==> src/shared/dtrace_params.svh <==
// Purpose: constants of the data and ownership trace block
// Assumes: 40 MHz core clock
// Notes: register indices are on the debug register port
`ifndef DTRACE_PARAMS_SVH
`define DTRACE_PARAMS_SVH
// ==========================================================
// register indices
`define IDX_CTRL 3'h0
`define IDX_START0 3'h1
`define IDX_START1 3'h2
`define IDX_END0 3'h3
`define IDX_END1 3'h4
`define IDX_PID 3'h5
// ==========================================================
// control field positions and reset value
`define CTL_DIR0_HI 31
`define CTL_DIR0_LO 30
`define CTL_DIR1_HI 29
`define CTL_DIR1_LO 28
`define CTL_WP1 1
`define CTL_WP0 0
`define CTL_RESET 32'h0000_0000
`define REG_RESET 32'h0000_0000
// ==========================================================
// message codes
`define TC_OWN 6'h02
`define TC_RD 6'h06
`define TC_WR 6'h05
`define TC_ERR 6'h08
`define TC_WR_SYNC 6'h0d
`define TC_RD_SYNC 6'h0e
`define TC_BIT 6'h3a
`define TC_BIT_SYNC 6'h3b
`define EC_DATA_LOST 5'h07
`define EC_OWN_LOST 5'h02
`define OP_RESERVED 2'h0
// ==========================================================
// periodic counters: wrap after 256 messages
`define CNT_WRAP 8'hff
`define FIFO_DEPTH 8
`endif

==> src/shared/dtrace_pkg.sv <==
// Purpose: types of the data and ownership trace block
// Assumes: nothing
// Notes: none
package dtrace_pkg;
    // one load/store pipeline access
    typedef struct packed {
        logic [31:0] addr;
        logic [31:0] data;
        logic write;
        logic rmw;
        logic [4:0] bitn;
        logic [1:0] op;
        logic [1:0] dsz;
    } acc_t;
    // one trace message; sig gives significant address bits
    typedef struct packed {
        logic [5:0] tcode;
        logic [31:0] data;
        logic [31:0] addr;
        logic [5:0] sig;
        logic [4:0] bitn;
        logic [1:0] op;
        logic [1:0] dsz;
    } msg_t;
endpackage

==> src/hw/data_trace.sv <==
// Purpose: data trace filter and ownership trace message source
// Assumes: all inputs come from logic on sys_clk
// Notes: messages leave through an 8 word queue
// Operation
// rmw access under sync condition sends full-address sync variant
// bit sync message: full address truncated, bit index, op, code 59
// op encoded 01 clear, 10 set, 11 toggle; 00 never sent
// channel 0 direction at 31:30, low bit reads, high bit writes
// channel 1 direction at 29:28, same meaning, resets to zero
// watchpoint bits for channel 1 at bit 1, channel 0 at bit 0
// access matches when start <= address <= end
// start equal to end matches that one address only
// start above end never matches
// 32-bit start and end per channel, reset to zero
// ownership message at least once per 256 trace messages; the code counts a data message and prog_msg_sent in one cycle as one
// each process id write makes an ownership message
// ownership messages only while ownership trace is enabled
// data or program sync from counter overflow adds ownership message
// process id written while queue full is sent after overrun
// ownership message without room and no halt gives error message
// ownership message is 32-bit process id plus code 2
// process id writable by cpu and by the debug tool
// debug tool should leave process id writes to the cpu
// rmw in trace window sends relative bit message, code 58
// sync variant forced after 256 non-sync data messages; the code forces it after 255
// after lost data, error code 8 precedes next sync message
// enabled direction and range hit gives one message per access
`timescale 1ns/100ps
`include "dtrace_params.svh"

// ==========================================================
// message queue, head always at entry 0
module trace_fifo #(
    parameter int WIDTH = 8,
    parameter int DEPTH = 8
) (
    input wire logic sys_clk,
    input wire logic resetn,
    input wire logic in_valid,
    input wire logic [WIDTH-1:0] in_data,
    output logic in_ready,
    output logic out_valid,
    output logic [WIDTH-1:0] out_data,
    input wire logic out_ready
);
    typedef struct packed {
        logic [DEPTH-1:0][WIDTH-1:0] mem;
        logic [$clog2(DEPTH):0] cnt;
        logic not_full;
        logic not_empty;
    } fst_t;
    fst_t s;
    fst_t next_s;
    logic pop;
    logic put;

    // shifting keeps the head in a flop, at the cost of muxes
    always_comb begin
        next_s = s;
        pop = s.not_empty & out_ready;
        put = in_valid & s.not_full;
        if (pop) begin
            for (int i = 0; i < DEPTH - 1; i++) begin
                next_s.mem[i] = s.mem[i + 1];
            end
            next_s.cnt = s.cnt - 1'b1;
        end
        if (put) begin
            next_s.mem[next_s.cnt] = in_data;
            next_s.cnt = next_s.cnt + 1'b1;
        end
        next_s.not_full = next_s.cnt != ($clog2(DEPTH) + 1)'(DEPTH);
        next_s.not_empty = next_s.cnt != '0;
    end

    always_ff @(posedge sys_clk or negedge resetn) begin
        if (!resetn) begin
            s <= '{mem: '0, cnt: '0, not_full: 1'b1, not_empty: 1'b0};
        end else begin
            s <= next_s;
        end
    end

    assign in_ready = s.not_full;
    assign out_valid = s.not_empty;
    assign out_data = s.mem[0];
endmodule

// ==========================================================
// trace filter, register file and message builder
module data_trace (
    input wire logic sys_clk,
    input wire logic resetn,
    input wire logic reg_wr,
    input wire logic reg_cpu,
    input wire logic [2:0] reg_idx,
    input wire logic [31:0] reg_wdata,
    output logic [31:0] reg_rdata,
    input wire logic acc_valid,
    input wire dtrace_pkg::acc_t acc,
    input wire logic sync_req,
    input wire logic prog_msg_sent,
    input wire logic prog_sync_ovf,
    input wire logic ownership_trace_enable,
    input wire logic halt_on_ovr,
    output logic [1:0] wp_hit,
    output logic msg_valid,
    output dtrace_pkg::msg_t msg,
    input wire logic msg_ready
);
    typedef struct packed {
        logic [1:0] ch0_direction;
        logic [1:0] ch1_direction;
        logic [1:0] wp;
        logic [1:0][31:0] range_start;
        logic [1:0][31:0] range_end;
        logic [31:0] process_identifier;
        logic [31:0] last_addr;
        logic [7:0] dcnt;
        logic [7:0] ocnt;
        logic need_sync;
        logic data_err;
        logic own_pend;
        logic own_err;
        logic [31:0] rdata;
        logic [1:0] wp_hit;
    } st_t;
    st_t s;
    st_t next_s;
    logic free;
    logic push;
    dtrace_pkg::msg_t pmsg;
    logic [1:0] hit;
    logic traced;
    logic sync;
    logic rd_en;
    logic wr_en;
    logic [31:0] ctl;

    // number of significant bits once leading zeros are dropped
    function automatic logic [5:0] sig_bits(input logic [31:0] v);
        logic [5:0] n;
        n = 6'h00;
        for (int i = 0; i < 32; i++) begin
            if (v[i]) begin
                n = 6'(i + 1);
            end
        end
        return n;
    endfunction

    // channel match and message choice
    always_comb begin
        next_s = s;
        push = 1'b0;
        pmsg = '0;
        ctl = {s.ch0_direction, s.ch1_direction, 26'h0, s.wp};
        for (int c = 0; c < 2; c++) begin
            rd_en = (c == 0) ? s.ch0_direction[0] : s.ch1_direction[0];
            wr_en = (c == 0) ? s.ch0_direction[1] : s.ch1_direction[1];
            // empty window when start above end
            hit[c] = acc_valid & ((acc.write | acc.rmw) ? wr_en : rd_en)
                & (s.range_start[c] <= acc.addr)
                & (acc.addr <= s.range_end[c]);
        end
        // one message even if both channels hit
        traced = (|hit) & !(acc.rmw & acc.op == `OP_RESERVED);
        next_s.wp_hit = hit & s.wp;
        sync = s.need_sync | sync_req | (s.dcnt == `CNT_WRAP);
        if (free & s.data_err) begin
            // error ahead of the next sync data message
            push = 1'b1;
            pmsg.tcode = `TC_ERR;
            pmsg.data = {27'h0, `EC_DATA_LOST};
            next_s.data_err = 1'b0;
        end else if (free & traced) begin
            push = 1'b1;
            pmsg.addr = sync ? acc.addr : acc.addr ^ s.last_addr;
            pmsg.sig = sig_bits(pmsg.addr);
            pmsg.bitn = acc.bitn;
            pmsg.op = acc.op;
            pmsg.dsz = acc.dsz;
            pmsg.data = acc.data;
            if (acc.rmw) begin
                pmsg.data = '0;

                pmsg.tcode = sync ? `TC_BIT_SYNC : `TC_BIT;
            end else if (acc.write) begin
                pmsg.tcode = sync ? `TC_WR_SYNC : `TC_WR;
            end else begin
                pmsg.tcode = sync ? `TC_RD_SYNC : `TC_RD;
            end
            next_s.last_addr = acc.addr;
            next_s.need_sync = 1'b0;
            next_s.dcnt = sync ? 8'h00 : 8'(s.dcnt + 1'b1);
            if (s.dcnt == `CNT_WRAP && ownership_trace_enable) begin
                next_s.own_pend = 1'b1;
            end
        end else if (free & s.own_err) begin
            push = 1'b1;
            pmsg.tcode = `TC_ERR;
            pmsg.data = {27'h0, `EC_OWN_LOST};
            next_s.own_err = 1'b0;
        end else if (free & s.own_pend) begin
            push = 1'b1;
            pmsg.tcode = `TC_OWN;
            pmsg.data = s.process_identifier;
            next_s.own_pend = 1'b0;
            next_s.ocnt = 8'h00;
        end
        // lost data arms the error and a resync
        if (traced & !(push & pmsg.tcode != `TC_ERR
                & pmsg.tcode != `TC_OWN)) begin
            next_s.data_err = 1'b1;
            next_s.need_sync = 1'b1;
        end
        // periodic ownership message
        if ((push & pmsg.tcode != `TC_ERR & pmsg.tcode != `TC_OWN)
                | prog_msg_sent) begin
            next_s.ocnt = 8'(s.ocnt + 1'b1);
            if (s.ocnt == `CNT_WRAP && ownership_trace_enable) begin
                next_s.own_pend = 1'b1;
            end
        end
        if (prog_sync_ovf & ownership_trace_enable) begin
            next_s.own_pend = 1'b1;
        end
        // register writes, both cpu and tool may write pid
        if (reg_wr) begin
            unique case (reg_idx)
                `IDX_CTRL: begin
                    // enabling a channel while both channels are off forces a resync
                    next_s.ch0_direction =
                        reg_wdata[`CTL_DIR0_HI:`CTL_DIR0_LO];
                    next_s.ch1_direction =
                        reg_wdata[`CTL_DIR1_HI:`CTL_DIR1_LO];
                    next_s.wp = {reg_wdata[`CTL_WP1], reg_wdata[`CTL_WP0]};
                    if (ctl[31:28] == 4'h0 && reg_wdata[31:28] != 4'h0) begin
                        next_s.need_sync = 1'b1;
                    end
                end
                `IDX_START0: next_s.range_start[0] = reg_wdata;
                `IDX_START1: next_s.range_start[1] = reg_wdata;
                `IDX_END0: next_s.range_end[0] = reg_wdata;
                `IDX_END1: next_s.range_end[1] = reg_wdata;
                `IDX_PID: begin
                    next_s.process_identifier = reg_wdata;
                    if (ownership_trace_enable) begin
                        next_s.own_pend = 1'b1;
                    end
                end
                default: ;
            endcase
        end
        // no room and no halt turns it into an error
        if (next_s.own_pend & !free & !halt_on_ovr) begin
            next_s.own_pend = 1'b0;
            next_s.own_err = 1'b1;
        end
        if (!ownership_trace_enable) begin
            next_s.own_pend = 1'b0;
        end
        unique case (reg_idx)
            `IDX_CTRL: next_s.rdata = ctl;
            `IDX_START0: next_s.rdata = s.range_start[0];
            `IDX_START1: next_s.rdata = s.range_start[1];
            `IDX_END0: next_s.rdata = s.range_end[0];
            `IDX_END1: next_s.rdata = s.range_end[1];
            `IDX_PID: next_s.rdata = s.process_identifier;
            default: next_s.rdata = 32'h0;
        endcase
    end

    // all state, need_sync set so the first message after reset syncs
    always_ff @(posedge sys_clk or negedge resetn) begin
        if (!resetn) begin
            s <= '0;
            s.need_sync <= 1'b1;
        end else begin
            s <= next_s;
        end
    end

    // message queue
    trace_fifo #(
        .WIDTH($bits(dtrace_pkg::msg_t)),
        .DEPTH(`FIFO_DEPTH)
    ) queue (
        .sys_clk(sys_clk),
        .resetn(resetn),
        .in_valid(push),
        .in_data(pmsg),
        .in_ready(free),
        .out_valid(msg_valid),
        .out_data(msg),
        .out_ready(msg_ready)
    );

    assign reg_rdata = s.rdata;
    assign wp_hit = s.wp_hit;
endmodule

==> config.mk <==
export PLATFORM = sky130hd
export DESIGN_NAME = data_trace
export DESIGN_NICKNAME = d
export VERILOG_FILES = /design/src/shared/dtrace_pkg.sv /design/src/hw/data_trace.sv
export VERILOG_INCLUDE_DIRS = /design/src /design/src/shared
export SDC_FILE = /design/constraint.sdc
export NUM_CORES = 2
export LEC_CHECK = 0
export BUFFER_PORTS_ARGS = -buffer_cell sky130_fd_sc_hd__buf_2
export CAP_MARGIN = 15
export CORE_ASPECT_RATIO = 0.75
export CORE_MARGIN = 4
export CORE_UTILIZATION = 45
export DETAILED_ROUTE_END_ITERATION = 12
export PLACE_DENSITY = 0.7
export SLEW_MARGIN = 25
export SYNTH_ARGS = -nofsm -noshare
export SYNTH_HDL_FRONTEND = slang
export SYNTH_SLANG_ARGS = --single-unit
export TNS_END_PERCENT = 100
==> constraint.sdc <==
create_clock -name sys_clk -period 9.6 [get_ports sys_clk]
set_input_delay 0 -clock sys_clk [delete_from_list [all_inputs] [get_ports sys_clk]]
set_output_delay 0 -clock sys_clk [all_outputs]
set_load 0.05 [all_outputs]
==> results by stage <==
Status:
- The run finished with clean final reports.

Detailed routing:
- The post-detailed-route via-to-cell ratio is 5.79.
- The first TritonRoute pass finished after 6 iterations.
- The post-detailed-route DRC marker count is 0.
- The final routed wire length divided by cell count is 21.5 um.
- Wires add up to 131 mm.
- The detailed router finished its first iteration with 3484 violations.
- The antenna violation net count after detailed routing is 0.
- The total number of vias is 35300.

Cells and area:
- After routing the design area is 0.0533 mm2.
- The utilization after layout is 51.3%.
- In the final layout, the share of cells above drive strength 1 is 12.7%.
- The final layout net count is between 4000 and 5000.
- Leaving out fill and tap cells, the most frequent cell in the layout is dfrtp_1.
- The number of inserted filler cells in the final layout is 9243.
- Leaving out fill and tap cells, the most frequent cells in the layout are 934 x dfrtp_1, 535 x mux2i_1, 418 x a21oi_1, 413 x nand2_1, 330 x a211oi_1.
- The synthesis-to-layout area growth is 12.5%.

Setup path:
- The critical path in this run is classified as reg -> reg.
- The worst setup path is launched from a flip-flop.
- At the worst endpoint, the arrival time is about 6.9 ns.
- The data required time at the worst endpoint is ~10 ns.
- The category of the worst setup path capture point is a flip-flop.
- The biggest fanout along the worst timing path is 44.

Logic synthesis:
- After synthesis, the cell types taking the most area are dfrtp_1 49%, mux2i_1 11%, a211oi_1 5.2%.
- The cell area after synthesis is 0.0474 mm2.
- The async set or reset register ratio after synthesis is 100%.
- Of the post-synthesis cell area, the dominant cell type holds 49.3%.
- The largest total area in the synthesized netlist belongs to dfrtp_1.
- For this run, the number of Yosys warnings is 0.
- By area, the combinational part of the netlist is dominated by compound AO/OA/AOI/OAI gates.
- In the synthesized netlist, mux cells make up 14.0% of the area.
- The post-synthesis net count is approximately 4800.
- The post-synthesis xor/xnor area fraction is 1.09%.
- The synthesized netlist devotes between 10% and 20% of its cell area to compound gates.
- Of the total synthesized cell area, the portion taken by full adders, half adders and majority gates is 3.53%.
- The count of flip-flops with a built-in enable after synthesis is 0.
- The sequential cell area fraction in the yosys report is about half.
- The share of synthesized cell area in and, or, nand and nor gates is around a tenth.
- After synthesis the netlist holds a flip-flop and latch count of about 940.
- Counting distinct cell types in the post-synthesis netlist gives 77.
- Synthesis produced a netlist whose cell count is 4541.
- The average instance in the mapped netlist occupies 10.4 um2.
- The most used flip-flop cell after synthesis is dfrtp_1.

Die:
- For this configuration, the core starts out at a cell density of 45.6%.
- The number of placement rows is a little over 100.
- 241 I/O pins were placed.
- The core box area is ~0.10 mm2.
- The die extent in y is between 200 and 300 um.
- The chip width is roughly 380 um.
- The area enclosed by the die boundary is roughly 0.11 mm2.

Timing:
- The final worst-path cycle share is between 60% and 70%.
- The number of max-slew violations in the final report is 0.
- The hold violation total from the final report came to 0.
- Between clock sinks in the finished design, the worst skew comes to 0.0617 ns.
- Setup repair after global routing left no endpoint under its margin.
- The minimum hold slack is 0.0590 ns.
- For the pin with the worst max-slew slack, the measured transition is 1.08 ns.
- Adding up every negative setup slack in the final design gives 0 ns.
- Setup violations remaining at the end of the flow were counted as 0.
- The shortest clock period the worst path allows after layout is 6.30 ns.
- The highest clock frequency the design can meet is 0.159 GHz.
- The headroom to the max-slew limit is 27.8%.

Clock tree:
- The count of clock tree sinks is between 900 and 1000.
- The CTS clock-pin slew for the worst setup and hold paths is 0.06 ns.
- In this run the number of H-tree levels came out at 3.
- The clock tree root buffer cell is clkbuf_16.
- In this run, CTS created clock tree buffers numbering 95.
- The later pin in the worst-skew pair is clocked with a latency of just over 0.7 ns.
- The number of cells upsized or downsized after cts is 0.
- The clock tree from TritonCTS is built.
- The maximum count of clock buffers along a single path is 3.

Global routing:
- Entering global routing, the biggest net connects 201 pins.
- The most used routing layer is met2.
- In the global route stage, met3 resource usage came out at 4.30%.
- The overall overflow remaining after global route is 0.
- For this run, global-route usage on met1 was measured as 34.7%.
- The number of antenna violations at the first check in global routing is 17.
- Global routing used about a quarter of the available tracks across all layers.
- The first global-routing pass estimated 205 mm of wire.
- In the global route stage, met2 resource usage came out at a little over a third.
- The via count of the first global-routing pass is 34300.

Power and ir drop:
- The combinational cell fraction of total power is between 30% and 40%.
- The worst vdd rail ir drop is 0.155 mV.
- After layout, the design draws a total of approximately 14 mW.
- The internal power consumption is 9.19 mW.
- In this run the power density over the cells is around 270 mW/mm2.
- In this run, flip-flops and latches consume 42.2% of the power.
- Of the total power, the share spent switching nets is approximately 36%.
- The clock network fraction of total power is 27.3%.
- The net switching power of the design is 5.20 mW.
- The leakage power is 26.4 nW.

Worst hold path:
- The tightest min-delay check is of the in -> reg type.

Place:
- The final estimated routing congestion in global placement is between 0.9 and 1.
- The number of port buffers is ~240.
- The sum of net half-perimeters after detailed placement is 83.7 mm.
- The cell area after placement is 0.0487 mm2.

Run:
- Max-cap violations in this run came to 0.
## metal layers
metal  wire length (um)  part of all wire [%]
met5                 48                 0.037
met2              57800                    44
met1              60300                    46
met3               9130                   7.0
met4               3870                   2.9
## cells in the mapped netlist (44+ instances only)
| library cell | n |
|---|---|
| clkbuf_1 | 243 |
| nand2_1 | 416 |
| dfrtp_1 | 934 |
| inv_1 | 110 |
| nor2_1 | 96 |
| ha_1 | 133 |
| xnor2_1 | 48 |
| a22oi_1 | 44 |
| mux2i_1 | 535 |
| o21ai_0 | 178 |
| mux2_2 | 107 |
| and2_1 | 326 |
| a211oi_1 | 330 |
| buf_2 | 59 |
| a21oi_1 | 419 |
| buf_4 | 126 |
## layout make-up
class                           instances  area, um2  share of cell area [%]
Timing Repair Buffer                  404       2900                    5.44
Sequential cell                       936      23400                    43.9
Multi-Input combinational cell       3043      21400                    40.2
Clock buffer                          135       2740                    5.13
Clock inverter                         42        599                    1.12
Inverter                              111        417                   0.782
Tap cell                             1404       1760                    3.29
Antenna cell                           12       30.0                  0.0563
## sequential cells by signal, summed over array words and instances, names as in the netlist
register / count
s: 212
wp_hit: 2
queue.s: 597
queue.out_valid: 1
ctl: 6
queue.out_data: 85
queue.in_ready: 1
reg_rdata: 32
## critical path, stage by stage (launching register included)
cell       delay, ns
dfrtp_1         0.43
ha_1            0.31
nand3_1         0.12
nor4_1          0.46
nand4_1         0.27
nor4_1          0.70
nand4_1         0.22
o2bb2ai_1       0.31
a21o_1          0.41
a21oi_2         0.76
nand3_4         0.95
buf_4           0.76
mux2_1          0.43
## worst paths after layout
kind	slack [ns]	from	cells past startpoint	endpoint
worst max-delay path	3.30	s[239]	12	queue.s[427]
worst min-delay path	0.06	msg_ready	4	queue.s[348]
worst max register to register	3.30	s[239]	12	queue.s[427]
worst min register to register	0.48	queue.s[618]	2	queue.s[618]
max in group asynchronous	7.17	resetn	5	s[171]
min in group asynchronous	0.37	resetn	3	queue.s[185]
## what timing repair did
item | CTS | global route
hold endpoints to repair | 640 | 0
setup buffers | 0 | 0
hold buffers | 119 | 0
## per-stage QoR
stage / std cells / setup WS, ns
after global routing: 6082 / 3.03
after detailed placement: 5778 / 3.37
after global placement: 5778 / 3.45
final: 6087 / 3.30
after floorplan: 4541 / 6.23
after CTS: 6074 / 3.39
## power groups by stage
| stage | clock (mW) | sequential, mW | combinational [mW] |
|---|---|---|---|
| 2_1_floorplan | 0 | 5.82 | 3.54 |
| 3_3_place_gp | 0 | 6.07 | 4.19 |
| 3_5_place_dp | 0 | 6.12 | 4.32 |
| 4_1_cts | 4.01 | 6.06 | 4.39 |
| 5_1_grt | 4.17 | 6.23 | 4.86 |
| 6_report | 3.93 | 6.08 | 4.38 |
## cells by family after synthesis
family / count (synthesis)
xor+xnor: 59
compound gates: 1183
buf+inv: 562
fa+ha+maj: 134
simple gates: 1019
flops: 936
mux: 648
Note: power is estimated with default switching activity, not from simulation.
